==> src/rtl/ofdm_rx_pkg.sv <==
package ofdm_rx_pkg;

    // register byte offsets, one aligned word each
    localparam logic [7:0] PHY_CTRL_OFS = 8'h00;
    localparam logic [7:0] OFDM_CONFIG_OFS = 8'h04;
    localparam logic [7:0] TX_PHY_HEADER_CONFIG_OFS = 8'h08;
    localparam logic [7:0] RX_PHY_HEADER_STATUS_OFS = 8'h0C;
    localparam logic [7:0] OFDM_SWITCHES_OFS = 8'h10;
    localparam logic [7:0] RX_LENGTH_HIGH_OFS = 8'h14;
    localparam logic [7:0] RX_LENGTH_LOW_OFS = 8'h18;
    localparam logic [7:0] ENERGY_VALUE_OFS = 8'h1C;
    localparam logic [7:0] ENERGY_DURATION_OFS = 8'h20;
    localparam logic [7:0] AGC_CONFIG_OFS = 8'h24;
    localparam logic [7:0] AGC_TARGET_OFS = 8'h28;
    localparam logic [7:0] RX_FRONTEND_OFS = 8'h2C;
    localparam logic [7:0] RX_BANDWIDTH_OFS = 8'h30;
    localparam logic [7:0] EVENT_STATUS_OFS = 8'h34;

    // reset values
    localparam logic [7:0] TX_PHY_HEADER_CONFIG_RST = 8'h00;
    localparam logic [2:0] AGC_TARGET_RST = 3'h3;
    localparam logic [2:0] PREAMBLE_THRESHOLD_RST = 3'h0;
    localparam logic [7:0] CONFIG_BYTE_RST = 8'h00;

    // transmit header configuration fields
    localparam int TXH_RB21_BIT = 7;
    localparam int TXH_RB18_BIT = 6;
    localparam int TXH_RB17_BIT = 5;
    localparam int TXH_RB5_BIT = 4;
    localparam int TXH_RO_BIT = 3;
    localparam int TXH_MCS_LSB = 0;
    localparam logic [7:0] TXH_WRITE_MASK = 8'hF7;

    // received header status fields
    localparam int RXH_SPC_BIT = 3;

    // ofdm configuration fields
    localparam int CFG_SSRX_LSB = 6;
    localparam int CFG_SSTX_LSB = 4;
    localparam int CFG_LFO_BIT = 3;
    localparam int CFG_POI_BIT = 2;
    localparam int CFG_OPT_LSB = 0;

    // switches fields
    localparam int SW_PDT_LSB = 5;
    localparam int SW_RXO_BIT = 4;

    // event status bits, write one to clear
    localparam int EV_AGC_HOLD_BIT = 0;
    localparam int EV_FRAME_START_BIT = 1;

    // header bit positions
    localparam int PHR_WIDTH = 22;
    localparam int PHR_RATE_LSB = 0;
    localparam int PHR_RB5_POS = 5;
    localparam int PHR_LEN_LSB = 6;
    localparam int PHR_LEN_MSB = 16;
    localparam int PHR_RB17_POS = 17;
    localparam int PHR_RB18_POS = 18;
    localparam int PHR_SEED_LSB = 19;
    localparam int PHR_RB21_POS = 21;
    localparam logic [7:0] HCS_POLY = 8'h07;

    // restart threshold on a symbol-to-symbol power rise, in dB
    localparam logic [8:0] POWER_RISE_DB = 9'h00C;

    typedef enum logic [2:0] {
        ST_IDLE,
        ST_SEARCH,
        ST_SYNC,
        ST_HEADER,
        ST_PAYLOAD
    } rx_state_e;

endpackage : ofdm_rx_pkg

==> src/rtl/phr_if.sv <==
`timescale 1ns/1ns
interface phr_if;
    logic [21:0] hdr;
    logic [7:0] hcs;
    logic valid_in;
    logic valid;
    logic crc_ok;
    logic [10:0] length;
    logic [2:0] scheme;
    logic [1:0] seed;
    logic [3:0] rsv;

    modport checker_mp (input hdr, hcs, valid_in,
        output valid, crc_ok, length, scheme, seed, rsv);
    modport ctrl_mp (output hdr, hcs, valid_in,
        input valid, crc_ok, length, scheme, seed, rsv);
endinterface : phr_if

==> src/rtl/ofdm_receiver_phr_control.sv <==
`timescale 1ns/1ns
module ofdm_receiver_phr_control (
    input wire logic clk_i,
    input wire logic rst_i,
    input wire logic ce_i,
    // classic wishbone slave
    input wire logic wb_cyc_i,
    input wire logic wb_stb_i,
    input wire logic wb_we_i,
    input wire logic [7:0] wb_adr_i,
    input wire logic [3:0] wb_sel_i,
    input wire logic [31:0] wb_dat_i,
    output logic [31:0] wb_dat_o,
    output logic wb_ack_o,
    // modem status
    input wire logic rx_enable_i,
    input wire logic preamble_found_i,
    input wire logic sync_done_i,
    input wire logic rx_phr_valid_i,
    input wire logic [21:0] rx_phr_i,
    input wire logic [7:0] rx_hcs_i,
    input wire logic frame_end_i,
    input wire logic symbol_strobe_i,
    input wire logic [7:0] symbol_power_i,
    input wire logic [7:0] measured_power_i,
    input wire logic [10:0] tx_length_i,
    // events and control to the modem
    output logic agc_hold_irq_o,
    output logic frame_start_irq_o,
    output logic restart_o,
    output logic agc_freeze_o,
    output logic narrow_search_span_o,
    output logic [2:0] header_scheme_o,
    output ofdm_rx_pkg::rx_state_e rx_state_o,
    output logic [21:0] tx_phr_o,
    // configuration to the frontends
    output logic [1:0] phy_type_select_o,
    output logic [1:0] bandwidth_option_o,
    output logic interleaving_attribute_o,
    output logic [1:0] tx_scrambler_seed_o,
    output logic [2:0] preamble_detect_threshold_o,
    output logic spurious_compensation_enable_o,
    output logic [3:0] rx_sample_rate_code_o,
    output logic [2:0] rx_digital_cutoff_o,
    output logic [3:0] rx_analog_bandwidth_o,
    output logic rx_if_shift_o,
    output logic [1:0] agc_average_period_o,
    output logic agc_speed_select_o,
    output logic [2:0] agc_target_level_o,
    output logic [1:0] energy_time_base_o,
    output logic [5:0] energy_duration_factor_o
);
    import ofdm_rx_pkg::*;

    function automatic logic [2:0] lowest_scheme(input logic [1:0] opt);
        unique case (opt)
            2'h0: return 3'h0;
            2'h1: return 3'h0;
            2'h2: return 3'h1;
            2'h3: return 3'h2;
        endcase
    endfunction : lowest_scheme

    function automatic logic hit(input logic [7:0] adr, input logic [7:0] ofs);
        return adr == ofs;
    endfunction : hit

    phr_if phr ();

    rx_state_e st_q;
    rx_state_e st_d;
    logic ack_q;
    logic [31:0] dat_q;
    logic [7:0] cfg_q;
    logic [7:0] txh_q;
    logic [7:0] rxh_q;
    logic [7:0] sw_q;
    logic [7:0] len_hi_q;
    logic [7:0] len_lo_q;
    logic [7:0] edv_q;
    logic [7:0] edd_q;
    logic [7:0] agc_q;
    logic [2:0] tgt_q;
    logic [7:0] fe_q;
    logic [7:0] bw_q;
    logic [1:0] phy_q;
    logic [1:0] ev_q;
    logic freeze_q;
    logic agc_hold_q;
    logic frame_start_q;
    logic restart_q;
    logic [7:0] prev_pwr_q;
    logic [21:0] tx_phr_q;
    logic req;
    logic wr;
    logic [7:0] wbyte;
    logic rise_w;
    logic detect_w;
    logic hdr_ok_w;
    logic hdr_bad_w;
    logic restart_w;
    logic [7:0] rdata;

    assign req = wb_cyc_i && wb_stb_i;
    assign wr = req && wb_we_i && ack_q && wb_sel_i[0];
    assign wbyte = wb_dat_i[7:0];

    phr_header_check u_check (
        .clk_i (clk_i),
        .rst_i (rst_i),
        .ce_i (ce_i),
        .phr (phr.checker_mp)
    );

    assign phr.hdr = rx_phr_i;
    assign phr.hcs = rx_hcs_i;
    assign phr.valid_in = rx_phr_valid_i && (st_q == ST_HEADER);

    // power rise between consecutive symbols
    assign rise_w = symbol_strobe_i &&
        ({1'b0, symbol_power_i} > ({1'b0, prev_pwr_q} + POWER_RISE_DB));
    assign detect_w = ce_i && (st_q == ST_SEARCH) && preamble_found_i;
    assign hdr_ok_w = ce_i && (st_q == ST_HEADER) && phr.valid && phr.crc_ok &&
        (phr.length != 11'h000);
    assign hdr_bad_w = ce_i && (st_q == ST_HEADER) && phr.valid && !hdr_ok_w;
    assign restart_w = ce_i && sw_q[SW_RXO_BIT] && rise_w &&
        (st_q inside {ST_SYNC, ST_HEADER, ST_PAYLOAD});

    always_comb begin
        st_d = st_q;
        if (!rx_enable_i) begin
            st_d = ST_IDLE;
        end else if (restart_w) begin
            st_d = ST_SEARCH;
        end else begin
            unique case (st_q)
                ST_IDLE: st_d = ST_SEARCH;
                ST_SEARCH: if (preamble_found_i) st_d = ST_SYNC;
                ST_SYNC: if (sync_done_i) st_d = ST_HEADER;
                ST_HEADER: begin
                    if (hdr_ok_w) begin
                        st_d = ST_PAYLOAD;
                    end else if (hdr_bad_w) begin
                        st_d = ST_SEARCH;
                    end
                end
                ST_PAYLOAD: if (frame_end_i) st_d = ST_SEARCH;
            endcase
        end
    end

    always_ff @(posedge clk_i) begin
        if (rst_i) begin
            st_q <= ST_IDLE;
        end else if (ce_i) begin
            st_q <= st_d;
        end
    end

    always_ff @(posedge clk_i) begin
        if (rst_i) begin
            prev_pwr_q <= 8'h00;
        end else if (ce_i && symbol_strobe_i) begin
            prev_pwr_q <= symbol_power_i;
        end
    end

    // agc hold pulse and freeze flag
    always_ff @(posedge clk_i) begin
        if (rst_i) begin
            agc_hold_q <= 1'b0;
            freeze_q <= 1'b0;
        end else if (ce_i) begin
            agc_hold_q <= detect_w && rx_enable_i;
            if (detect_w && rx_enable_i) begin
                freeze_q <= 1'b1;
            end else if (st_d inside {ST_IDLE, ST_SEARCH}) begin
                freeze_q <= 1'b0;
            end
        end
    end

    always_ff @(posedge clk_i) begin
        if (rst_i) begin
            frame_start_q <= 1'b0;
            restart_q <= 1'b0;
        end else if (ce_i) begin
            frame_start_q <= hdr_ok_w && rx_enable_i && !restart_w;
            restart_q <= restart_w && rx_enable_i;
        end
    end

    // header status captured at frame start
    always_ff @(posedge clk_i) begin
        if (rst_i) begin
            len_hi_q <= CONFIG_BYTE_RST;
            len_lo_q <= CONFIG_BYTE_RST;
            edv_q <= CONFIG_BYTE_RST;
            rxh_q <= CONFIG_BYTE_RST;
            cfg_q <= CONFIG_BYTE_RST;
        end else if (ce_i) begin
            if (hdr_ok_w && rx_enable_i && !restart_w) begin
                len_hi_q <= {5'h00, phr.length[10:8]};
                len_lo_q <= phr.length[7:0];
                edv_q <= measured_power_i;
                rxh_q[7:4] <= phr.rsv;
                rxh_q[2:0] <= phr.scheme;
                cfg_q[CFG_SSRX_LSB +: 2] <= phr.seed;
            end
            if (wr && hit(wb_adr_i, RX_PHY_HEADER_STATUS_OFS)) begin
                rxh_q[RXH_SPC_BIT] <= wbyte[RXH_SPC_BIT];
            end
            if (wr && hit(wb_adr_i, OFDM_CONFIG_OFS)) begin
                cfg_q[5:0] <= wbyte[5:0];
            end
        end
    end

    // software configuration registers
    always_ff @(posedge clk_i) begin
        if (rst_i) begin
            phy_q <= 2'h0;
            txh_q <= TX_PHY_HEADER_CONFIG_RST;
            sw_q <= {PREAMBLE_THRESHOLD_RST, 5'h00};
            edd_q <= CONFIG_BYTE_RST;
            agc_q <= CONFIG_BYTE_RST;
            tgt_q <= AGC_TARGET_RST;
            fe_q <= CONFIG_BYTE_RST;
            bw_q <= CONFIG_BYTE_RST;
        end else if (ce_i && wr) begin
            if (hit(wb_adr_i, PHY_CTRL_OFS)) phy_q <= wbyte[1:0];
            if (hit(wb_adr_i, TX_PHY_HEADER_CONFIG_OFS)) begin
                txh_q <= wbyte & TXH_WRITE_MASK;
            end
            if (hit(wb_adr_i, OFDM_SWITCHES_OFS)) sw_q <= {wbyte[7:4], 4'h0};
            if (hit(wb_adr_i, ENERGY_DURATION_OFS)) edd_q <= wbyte;
            if (hit(wb_adr_i, AGC_CONFIG_OFS)) agc_q <= {5'h00, wbyte[2:0]};
            if (hit(wb_adr_i, AGC_TARGET_OFS)) tgt_q <= wbyte[2:0];
            if (hit(wb_adr_i, RX_FRONTEND_OFS)) fe_q <= {1'b0, wbyte[6:0]};
            if (hit(wb_adr_i, RX_BANDWIDTH_OFS)) bw_q <= {3'h0, wbyte[4:0]};
        end
    end

    // sticky events, set wins over a write-one clear
    always_ff @(posedge clk_i) begin
        if (rst_i) begin
            ev_q <= 2'h0;
        end else if (ce_i) begin
            ev_q <= (ev_q & ~((wr && hit(wb_adr_i, EVENT_STATUS_OFS)) ? wbyte[1:0] : 2'h0))
                | {frame_start_q, agc_hold_q};
        end
    end

    // transmit header composition
    always_ff @(posedge clk_i) begin
        if (rst_i) begin
            tx_phr_q <= 22'h00_0000;
        end else if (ce_i) begin
            tx_phr_q[PHR_RATE_LSB +: 5] <= {2'b00, txh_q[TXH_MCS_LSB +: 3]};
            tx_phr_q[PHR_RB5_POS] <= txh_q[TXH_RB5_BIT];
            tx_phr_q[PHR_LEN_MSB:PHR_LEN_LSB] <= tx_length_i;
            tx_phr_q[PHR_RB17_POS] <= txh_q[TXH_RB17_BIT];
            tx_phr_q[PHR_RB18_POS] <= txh_q[TXH_RB18_BIT];
            tx_phr_q[PHR_SEED_LSB +: 2] <= cfg_q[CFG_SSTX_LSB +: 2];
            tx_phr_q[PHR_RB21_POS] <= txh_q[TXH_RB21_BIT];
        end
    end

    always_comb begin
        rdata = 8'h00;
        unique case (wb_adr_i)
            PHY_CTRL_OFS: rdata = {6'h00, phy_q};
            OFDM_CONFIG_OFS: rdata = cfg_q;
            TX_PHY_HEADER_CONFIG_OFS: rdata = txh_q;
            RX_PHY_HEADER_STATUS_OFS: rdata = rxh_q;
            OFDM_SWITCHES_OFS: rdata = sw_q;
            RX_LENGTH_HIGH_OFS: rdata = len_hi_q;
            RX_LENGTH_LOW_OFS: rdata = len_lo_q;
            ENERGY_VALUE_OFS: rdata = edv_q;
            ENERGY_DURATION_OFS: rdata = edd_q;
            AGC_CONFIG_OFS: rdata = {3'h0, freeze_q, agc_q[3:0]};
            AGC_TARGET_OFS: rdata = {5'h00, tgt_q};
            RX_FRONTEND_OFS: rdata = fe_q;
            RX_BANDWIDTH_OFS: rdata = bw_q;
            EVENT_STATUS_OFS: rdata = {6'h00, ev_q};
            default: rdata = 8'h00;
        endcase
    end

    // one wait state: ack the cycle after the request appears
    always_ff @(posedge clk_i) begin
        if (rst_i) begin
            ack_q <= 1'b0;
            dat_q <= 32'h0000_0000;
        end else if (ce_i) begin
            ack_q <= req && !ack_q;
            if (req && !ack_q) begin
                dat_q <= {24'h00_0000, rdata};
            end
        end
    end

    assign wb_ack_o = ack_q;
    assign wb_dat_o = dat_q;
    assign agc_hold_irq_o = agc_hold_q;
    assign frame_start_irq_o = frame_start_q;
    assign restart_o = restart_q;
    assign agc_freeze_o = freeze_q;
    assign narrow_search_span_o = cfg_q[CFG_LFO_BIT];
    assign header_scheme_o = lowest_scheme(cfg_q[CFG_OPT_LSB +: 2]);
    assign rx_state_o = st_q;
    assign tx_phr_o = tx_phr_q;
    assign phy_type_select_o = phy_q;
    assign bandwidth_option_o = cfg_q[CFG_OPT_LSB +: 2];
    assign interleaving_attribute_o = cfg_q[CFG_POI_BIT];
    assign tx_scrambler_seed_o = cfg_q[CFG_SSTX_LSB +: 2];
    assign preamble_detect_threshold_o = sw_q[SW_PDT_LSB +: 3];
    assign spurious_compensation_enable_o = rxh_q[RXH_SPC_BIT];
    assign rx_sample_rate_code_o = fe_q[3:0];
    assign rx_digital_cutoff_o = fe_q[6:4];
    assign rx_analog_bandwidth_o = bw_q[3:0];
    assign rx_if_shift_o = bw_q[4];
    assign agc_average_period_o = agc_q[2:1];
    assign agc_speed_select_o = agc_q[0];
    assign agc_target_level_o = tgt_q;
    assign energy_time_base_o = edd_q[1:0];
    assign energy_duration_factor_o = edd_q[7:2];
endmodule : ofdm_receiver_phr_control

==> src/rtl/phr_header_check.sv <==
`timescale 1ns/1ns
module phr_header_check
    import ofdm_rx_pkg::*;
(
    input wire logic clk_i,
    input wire logic rst_i,
    input wire logic ce_i,
    phr_if.checker_mp phr
);

    // serial crc-8 over the header, first bit first
    function automatic logic [7:0] hcs_calc(input logic [21:0] h);
        logic [7:0] c;
        logic fb;
        c = 8'h00;
        fb = 1'b0;
        for (int i = PHR_WIDTH - 1; i >= 0; i--) begin
            fb = c[7] ^ h[i];
            c = {c[6:0], 1'b0};
            if (fb) begin
                c = c ^ HCS_POLY;
            end
        end
        return c;
    endfunction : hcs_calc

    always_ff @(posedge clk_i) begin
        if (rst_i) begin
            phr.valid <= 1'b0;
            phr.crc_ok <= 1'b0;
        end else if (ce_i) begin
            phr.valid <= phr.valid_in;
            phr.crc_ok <= phr.valid_in && (hcs_calc(phr.hdr) == phr.hcs);
        end
    end

    always_ff @(posedge clk_i) begin
        if (rst_i) begin
            phr.length <= 11'h000;
            phr.scheme <= 3'h0;
            phr.seed <= 2'h0;
            phr.rsv <= 4'h0;
        end else if (ce_i && phr.valid_in) begin
            phr.length <= phr.hdr[PHR_LEN_MSB:PHR_LEN_LSB];
            phr.scheme <= phr.hdr[PHR_RATE_LSB +: 3];
            phr.seed <= phr.hdr[PHR_SEED_LSB +: 2];
            phr.rsv <= {phr.hdr[PHR_RB21_POS], phr.hdr[PHR_RB18_POS],
                        phr.hdr[PHR_RB17_POS], phr.hdr[PHR_RB5_POS]};
        end
    end

endmodule : phr_header_check

==> config.mk <==
export PLATFORM = sky130hd
export DESIGN_NAME = ofdm_receiver_phr_control
export DESIGN_NICKNAME = d
export VERILOG_FILES = /design/src/rtl/ofdm_rx_pkg.sv /design/src/rtl/phr_if.sv /design/src/rtl/ofdm_receiver_phr_control.sv /design/src/rtl/phr_header_check.sv
export SDC_FILE = /design/constraint.sdc
export NUM_CORES = 1
export LEC_CHECK = 0
export BUFFER_PORTS_ARGS = -buffer_cell sky130_fd_sc_hd__buf_2
export CAP_MARGIN = 20
export CORE_ASPECT_RATIO = 0.9
export CORE_MARGIN = 2
export CORE_UTILIZATION = 55
export CTS_BUF_LIST = sky130_fd_sc_hd__clkbuf_8
export CTS_CLUSTER_SIZE = 28
export DETAILED_ROUTE_END_ITERATION = 16
export PLACE_DENSITY = 0.85
export SLEW_MARGIN = 20
export SYNTH_ARGS = -nofsm -noshare
export SYNTH_HDL_FRONTEND = slang
export SYNTH_SLANG_ARGS = --single-unit
==> constraint.sdc <==
create_clock -name clk_i -period 6.7 [get_ports clk_i]
set_input_delay 1.34 -clock clk_i [delete_from_list [all_inputs] [get_ports clk_i]]
set_output_delay 1.34 -clock clk_i [all_outputs]
set_load 0.01 [all_outputs]
==> impl_results.md, run 1 <==
* Final net count at 1063
* Pleak at 3.24 nW
* Area growth syn-to-layout at 15.7%
* VDD IR max at 0.122 mV
* CTS Buf Count at 17
* Routed Antenna Nets at 0
* Iteration-0 DRC Markers at 510
* Worst setup margin at 2.88 ns
* Worst-path clk slew at 0.08 ns
* TNS Setup at 0 ns
* F_max at 262 MHz
* Antenna diodes at 0
* CTS root buffer: clkbuf_8
* DPL Wire Length at 13000 um
* Post-Place Setup Slack at 2.49 ns
* Crit path DAT at 4.11 ns
* Slowest cell delay on critical path at 0.77 ns
* Most used DFF post-synth: dfxtp_1
* Pins Over Slew Limit at 0
* Clock power share at 38.1%
* Synth Area per Inst at 8.68 um^2
* Fin cells at 1118
* Hold_buf cts at 0
* Result of the run: complete, no violations
* WHS Path Cells at 2
* Post-synth ARST share at 0%
* Vias at 6231
* Register area share after synthesis at 40.4%
* Setup Skew at 0.0125 ns
* Top cell type's share of synthesized area at 40.4%
* Gr usage total at 25.4%
* Slew of the pin with the lowest slew margin at 1.12 ns
* CP Capture Type: flip-flop
* Drt drc at 0
* Share of cells above drive strength 1 at 22.5%
* Post_cts resized at 0
* Worst Setup Path Type: primary input to flip-flop
* Comb pwr share at 14.0%
* Post-synth top area cell: dfxtp_1
* Detailed Routing Iterations Pass 1 at 5
* Initial antenna violation count at 0
* Slew headroom at 25.6%
* Vias/cell at 5.57
* Synth area leaders: dfxtp_1, mux2i_1, nand2_1
* Dpl cells at 1086
* First-pass GRT wire length at 27600 um
* CTS tree: yes
* Worst path slowest cell: nor3_2
* I/O pin total at 216
* Hold Path Class: flip-flop to flip-flop
* Synth Warn # at 0
* Core Rows at 39
* Drt total wl at 18000 um
* Detailed-route wire length per cell at 16.1 um
* Max FFs per register at 20
* Worst R2R Path Depth at 13
* Critical Path Start Type: primary input
* Post-DP Area at 7730 um^2
* Synth Register Bits at 142
* Post-synth EDFFs at 0
* Grt total ovfl at 0
* Hold Vio Cnt, Final at 0
* Tot Pwr at 1.79 mW
* Int Pwr at 1.30 mW
* Clk_lat worst skew at 0.45 ns
* Switching Share at 27.7%
* RSZ-0062 raised after global routing: false
* DIE WIDTH at 123 um
* Sequential share of power at 47.9%
* Starting density of the core at 55.8%
* Critical-path cell list: buf_2 > nand3_1 > inv_1 > nand4_2 > nor3_2 > mux2i_1 > nor2_1
* Synthesized instance count at 810
* Die area at 13700 um^2
* Final setup fails at 0
* Crit path time final at 3.82 ns
* Routability Congestion at 0.881
* # port buffers at 161
* Final Cycle Share at 57.0%
* Library cells used by synthesis at 52
* Max-cap viol count at 0
* Postcts setup bufs at 0
* Commonest non-fill, non-tap cell in the layout: buf_2
* Switching pwr at 0.497 mW
* CP Data Required Time at 6.99 ns
* Clk sinks at 142
* H-tree depth at 4
* Post-Syn Area at 7030 um^2
* Number of global-route vias before repair at 5640
* Post-Layout Inst Area at 8130 um^2
* Pwr dens at 220 nW/um^2
* Pin count of the biggest net entering global routing at 107
* Core Footprint at 12600 um^2
* Commonest cells after routing, fill and taps aside: buf_2, dfxtp_1, nand2_1
* Maximum buffer depth of the clock tree at 2
* Crit-path max FO at 44
* Die extent in y at 111 um
## per-stage QoR
stage	util, %	hold WS [ns]
3_3_place_gp	61.4	0.441
5_1_grt	64.6	0.480
4_1_cts	64.5	0.461
6_report	64.6	0.460
2_1_floorplan	-	0.431
3_5_place_dp	61.4	0.447
## synth_stat cells, types with 8 or more instances
cell type and count:
nand3_1 23, a22oi_1 18, o21ai_0 11, xnor2_1 39
a21oi_1 44, mux2i_1 100, inv_1 12, clkbuf_1 30
o22ai_1 8, nor3_1 9, nor2_1 90, dfxtp_1 142
xor2_1 16, nand2_1 132, ha_1 9, buf_4 39
## power by group through the flow
stage               combinational (mW)  clock, mW  sequential [mW]
finish                           0.250      0.683            0.859
global route                     0.274      0.730            0.860
floorplan                        0.186          0            0.880
global placement                 0.239          0            0.878
CTS                              0.248      0.694            0.859
detailed placement               0.248          0            0.879
## layer usage
| layer | vias up | routed length, um | global-route usage (%) |
|---|---|---|---|
| li1 | 2980 | - | - |
| met1 | 2867 | 7920 | 33.8 |
| met2 | 334 | 8000 | 39.2 |
| met3 | 50 | 1580 | 6.43 |
| met4 | 0 | 504 | 9.70 |
| met5 | - | 0 | 0 |
## worst max-delay path, delay by kind of cell
family                 cells  cell delay (ns)
buffers and inverters      2             0.91
AND/OR/NAND/NOR            4             1.52
multiplexers               1             0.32
## area by class of cell
cell class                      count  area, um^2
Clock buffer                       17         234
Inverter                           12        45.0
Multi-Input combinational cell    603        3800
Fill cell                        1035        4460
Clock inverter                     15         161
Tap cell                          164         205
Sequential cell                   142        2840
Timing Repair Buffer              165         838
## worst paths after layout
kind                              start                       end  slack (ns)
max                                ce_i      fe_q[4]$_SDFFE_PP0P_        2.88
min            len_lo_q[4]$_SDFFE_PP0P_  len_lo_q[4]$_SDFFE_PP0P_        0.46
max reg2reg  prev_pwr_q[2]$_SDFFE_PP0P_     edv_q[0]$_SDFFE_PP0P_        3.72
min reg2reg    len_lo_q[4]$_SDFFE_PP0P_  len_lo_q[4]$_SDFFE_PP0P_        0.46
## cells by family after synthesis
group / after synthesis / share of synthesized area [%]
xor+xnor: 57 / 7.40
compound gates: 115 / 10.6
mux: 106 / 15.2
other cells: 1 / 0.0533
fa+ha+maj: 9 / 1.60
simple gates: 289 / 17.6
buf+inv: 91 / 7.12
flops: 142 / 40.4
(Power assumes the default switching activity.)
==> inputs of run 2 (changes only) <==
- CORE_UTILIZATION: 55 -> 53
- PLACE_DENSITY: 0.85 -> 0.82
- clock period: 6.7 -> 3.9 ns (I/O delays scaled with it)
==> impl_results.md, run 2 (synthesis gave the netlist of run 1 again) <==
* GR Util met2 at 39.9% (was 39.2%)
* Postcts setup bufs at 0 (unchanged)
* Slowest cell delay on critical path at 0.43 ns (was 0.77 ns)
* Iteration-0 DRC Markers at 577 (was 510)
* Met3 usage at 6.48% (was 6.43%)
* VDD IR max at 0.257 mV (was 0.122 mV)
* Area growth syn-to-layout at 16.3% (was 15.7%)
* Final net count at 1069 (was 1063)
* Worst Setup Path Type: flip-flop to flip-flop (was primary input to flip-flop)
* Max-cap viol count at 0 (unchanged)
* CP Data Required Time at 4.27 ns (was 6.99 ns)
* Crit path time final at 2.94 ns
* I/O pin total at 216 (unchanged)
* Worst R2R End: len_lo_q[7]$_SDFFE_PP0P_ (was edv_q[0]$_SDFFE_PP0P_)
* Post-Layout Inst Area at 8180 um^2 (was 8130 um^2)
* Max FFs per register at 20 (unchanged)
* Critical Path Start Type: flip-flop (was primary input)
* Core Footprint at 12800 um^2 (was 12600 um^2)
* Hold path start: len_lo_q[5]$_SDFFE_PP0P_ (was len_lo_q[4]$_SDFFE_PP0P_)
* Antenna diodes at 0 (unchanged)
* Hold Path Class: flip-flop to flip-flop (unchanged)
* Pwr dens at 376 nW/um^2 (was 220 nW/um^2)
* Slew headroom at 31.6% (was 25.6%)
* Crit path DAT at 3.30 ns (was 4.11 ns)
* Pins Over Slew Limit at 0 (unchanged)
* TNS Setup at 0 ns (unchanged)
* Setup Skew at 0.0106 ns (was 0.0125 ns)
* Final Cycle Share at 75.3%
* Result of the run: complete, no violations (unchanged)
* Commonest non-fill, non-tap cell in the layout: buf_2 (unchanged)
* Pin count of the biggest net entering global routing at 82 (was 107)
* CP Capture Type: flip-flop (unchanged)
* Post-DP Area at 7770 um^2 (was 7730 um^2)
* Final core occ at 63.7% (was 64.6%)
* CTS root buffer: clkbuf_8 (unchanged)
* Clk_lat worst skew at 0.45 ns (about the same)
* Worst-path clk slew at 0.08 ns (about the same)
* Pleak at 3.27 nW (was 3.24 nW)
* First-pass GRT wire length at 28900 um (was 27600 um)
* Hold Vio Cnt, Final at 0 (unchanged)
* Crit-path max FO at 29 (was 44)
* Number of global-route vias before repair at 5643 (was 5640)
* F_max at 341 MHz
* Die extent in y at 113 um (was 111 um)
* Worst R2R Path Depth at 13 (unchanged)
* Maximum buffer depth of the clock tree at 2 (unchanged)
* Vias/cell at 5.50 (was 5.57)
* Post_cts resized at 0 (unchanged)
* Met1 Use GR at 35.1% (was 33.8%)
* Share of cells above drive strength 1 at 22.9% (was 22.5%)
* H-tree depth at 4 (unchanged)
* DIE WIDTH at 125 um (was 123 um)
* Drt drc at 0 (unchanged)
* Min-Delay Endpoint: len_lo_q[5]$_SDFFE_PP0P_ (was len_lo_q[4]$_SDFFE_PP0P_)
* Drt total wl at 18100 um (was 18000 um)
* Routability Congestion at 0.919 (was 0.881)
* Vias at 6179 (was 6231)
* Reg2reg setup slack at 0.96 ns (was 3.72 ns)
* DPL Wire Length at 13400 um (was 13000 um)
* # port buffers at 161 (unchanged)
* Critical-path cell list: inv_1 > ha_1 > xor2_1 > ha_1 > a21oi_1 > o21ai_0 > o21a_1 > o21a_1 > o21ai_1 > a21oi_1 > nor3b_2 > buf_4 > mux2i_1 (was buf_2 > nand3_1 > inv_1 > nand4_2 > nor3_2 > mux2i_1 > nor2_1)
* Die area at 14200 um^2 (was 13700 um^2)
* Routed Antenna Nets at 0 (unchanged)
* Detailed-route wire length per cell at 16.1 um (about the same)
* Final setup fails at 0 (unchanged)
* Clk sinks at 142 (unchanged)
* Minimum hold slack at 0.457 ns (was 0.460 ns)
* Commonest cells after routing, fill and taps aside: buf_2, dfxtp_1, nand2_1 (unchanged)
* Busiest grt layer: met2 (unchanged)
* Starting density of the core at 54.8% (was 55.8%)
* Core Rows at 39 (unchanged)
* Worst path slowest cell: buf_4 (was nor3_2)
* CTS Buf Count at 17 (unchanged)
* Detailed Routing Iterations Pass 1 at 6 (was 5)
* RSZ-0062 raised after global routing: false (unchanged)
* WHS Path Cells at 2 (unchanged)
* CTS tree: yes (unchanged)
* Slew of the pin with the lowest slew margin at 1.03 ns (was 1.12 ns)
* Reg-to-Reg Start: prev_pwr_q[2]$_SDFFE_PP0P_ (unchanged)
* Gr usage total at 25.5% (was 25.4%)
* Initial antenna violation count at 0 (unchanged)
* Grt total ovfl at 0 (unchanged)
* Hold_buf cts at 0 (unchanged)
run 2: worst max-delay path by stage:
stage / end / from
floorplan: cfg_q[6]$_SDFFE_PP0P_ / symbol_power_i[4]
global placement: rxh_q[2]$_SDFFE_PP0P_ / symbol_power_i[4]
detailed placement: edv_q[0]$_SDFFE_PP0P_ / symbol_power_i[4]
CTS: edv_q[0]$_SDFFE_PP0P_ / prev_pwr_q[2]$_SDFFE_PP0P_
global route: len_lo_q[7]$_SDFFE_PP0P_ / prev_pwr_q[2]$_SDFFE_PP0P_
finish: len_lo_q[7]$_SDFFE_PP0P_ / prev_pwr_q[2]$_SDFFE_PP0P_
run 2: final cells by class:
| class | instances | area (um^2) |
|---|---|---|
| Fill cell | 1092 | 4660 |
| Multi-Input combinational cell | 603 | 3790 |
| Sequential cell | 142 | 2840 |
| Timing Repair Buffer | 171 | 883 |
| Clock buffer | 19 | 262 |
| Tap cell | 164 | 205 |
| Clock inverter | 13 | 143 |
| Inverter | 12 | 45.0 |
run 2: report_power, final:
part | internal, mW | switching [mW]
Clock | 0.602 | 0.568
Sequential | 1.46 | 0.0119
Combinational | 0.186 | 0.240
run 2: routing by layer:
| layer | wire [um] | part of all wire, % |
|---|---|---|
| met5 | 0 | 0 |
| met1 | 8100 | 45 |
| met3 | 1450 | 8.0 |
| met4 | 218 | 1.2 |
| met2 | 8360 | 46 |
run 2: metrics by stage:
step / power [mW] / setup slack, ns / cells
floorplan: 1.83 / 1.20 / 836
global placement: 1.93 / 0.937 / 1092
detailed placement: 1.94 / 0.885 / 1092
CTS: 3.09 / 0.943 / 1124
global route: 3.21 / 0.781 / 1124
finish: 3.07 / 0.963 / 1124
run 2: critical path, delay by kind of cell, from the launching register on:
kind / cells / cell delay, ns
AO/OA/AOI/OAI: 6 / 0.79
adder cells (fa/ha/maj): 2 / 0.53
buffers and inverters: 2 / 0.49
flip-flops: 1 / 0.42
multiplexers: 1 / 0.25
AND/OR/NAND/NOR: 1 / 0.21
XOR/XNOR: 1 / 0.15
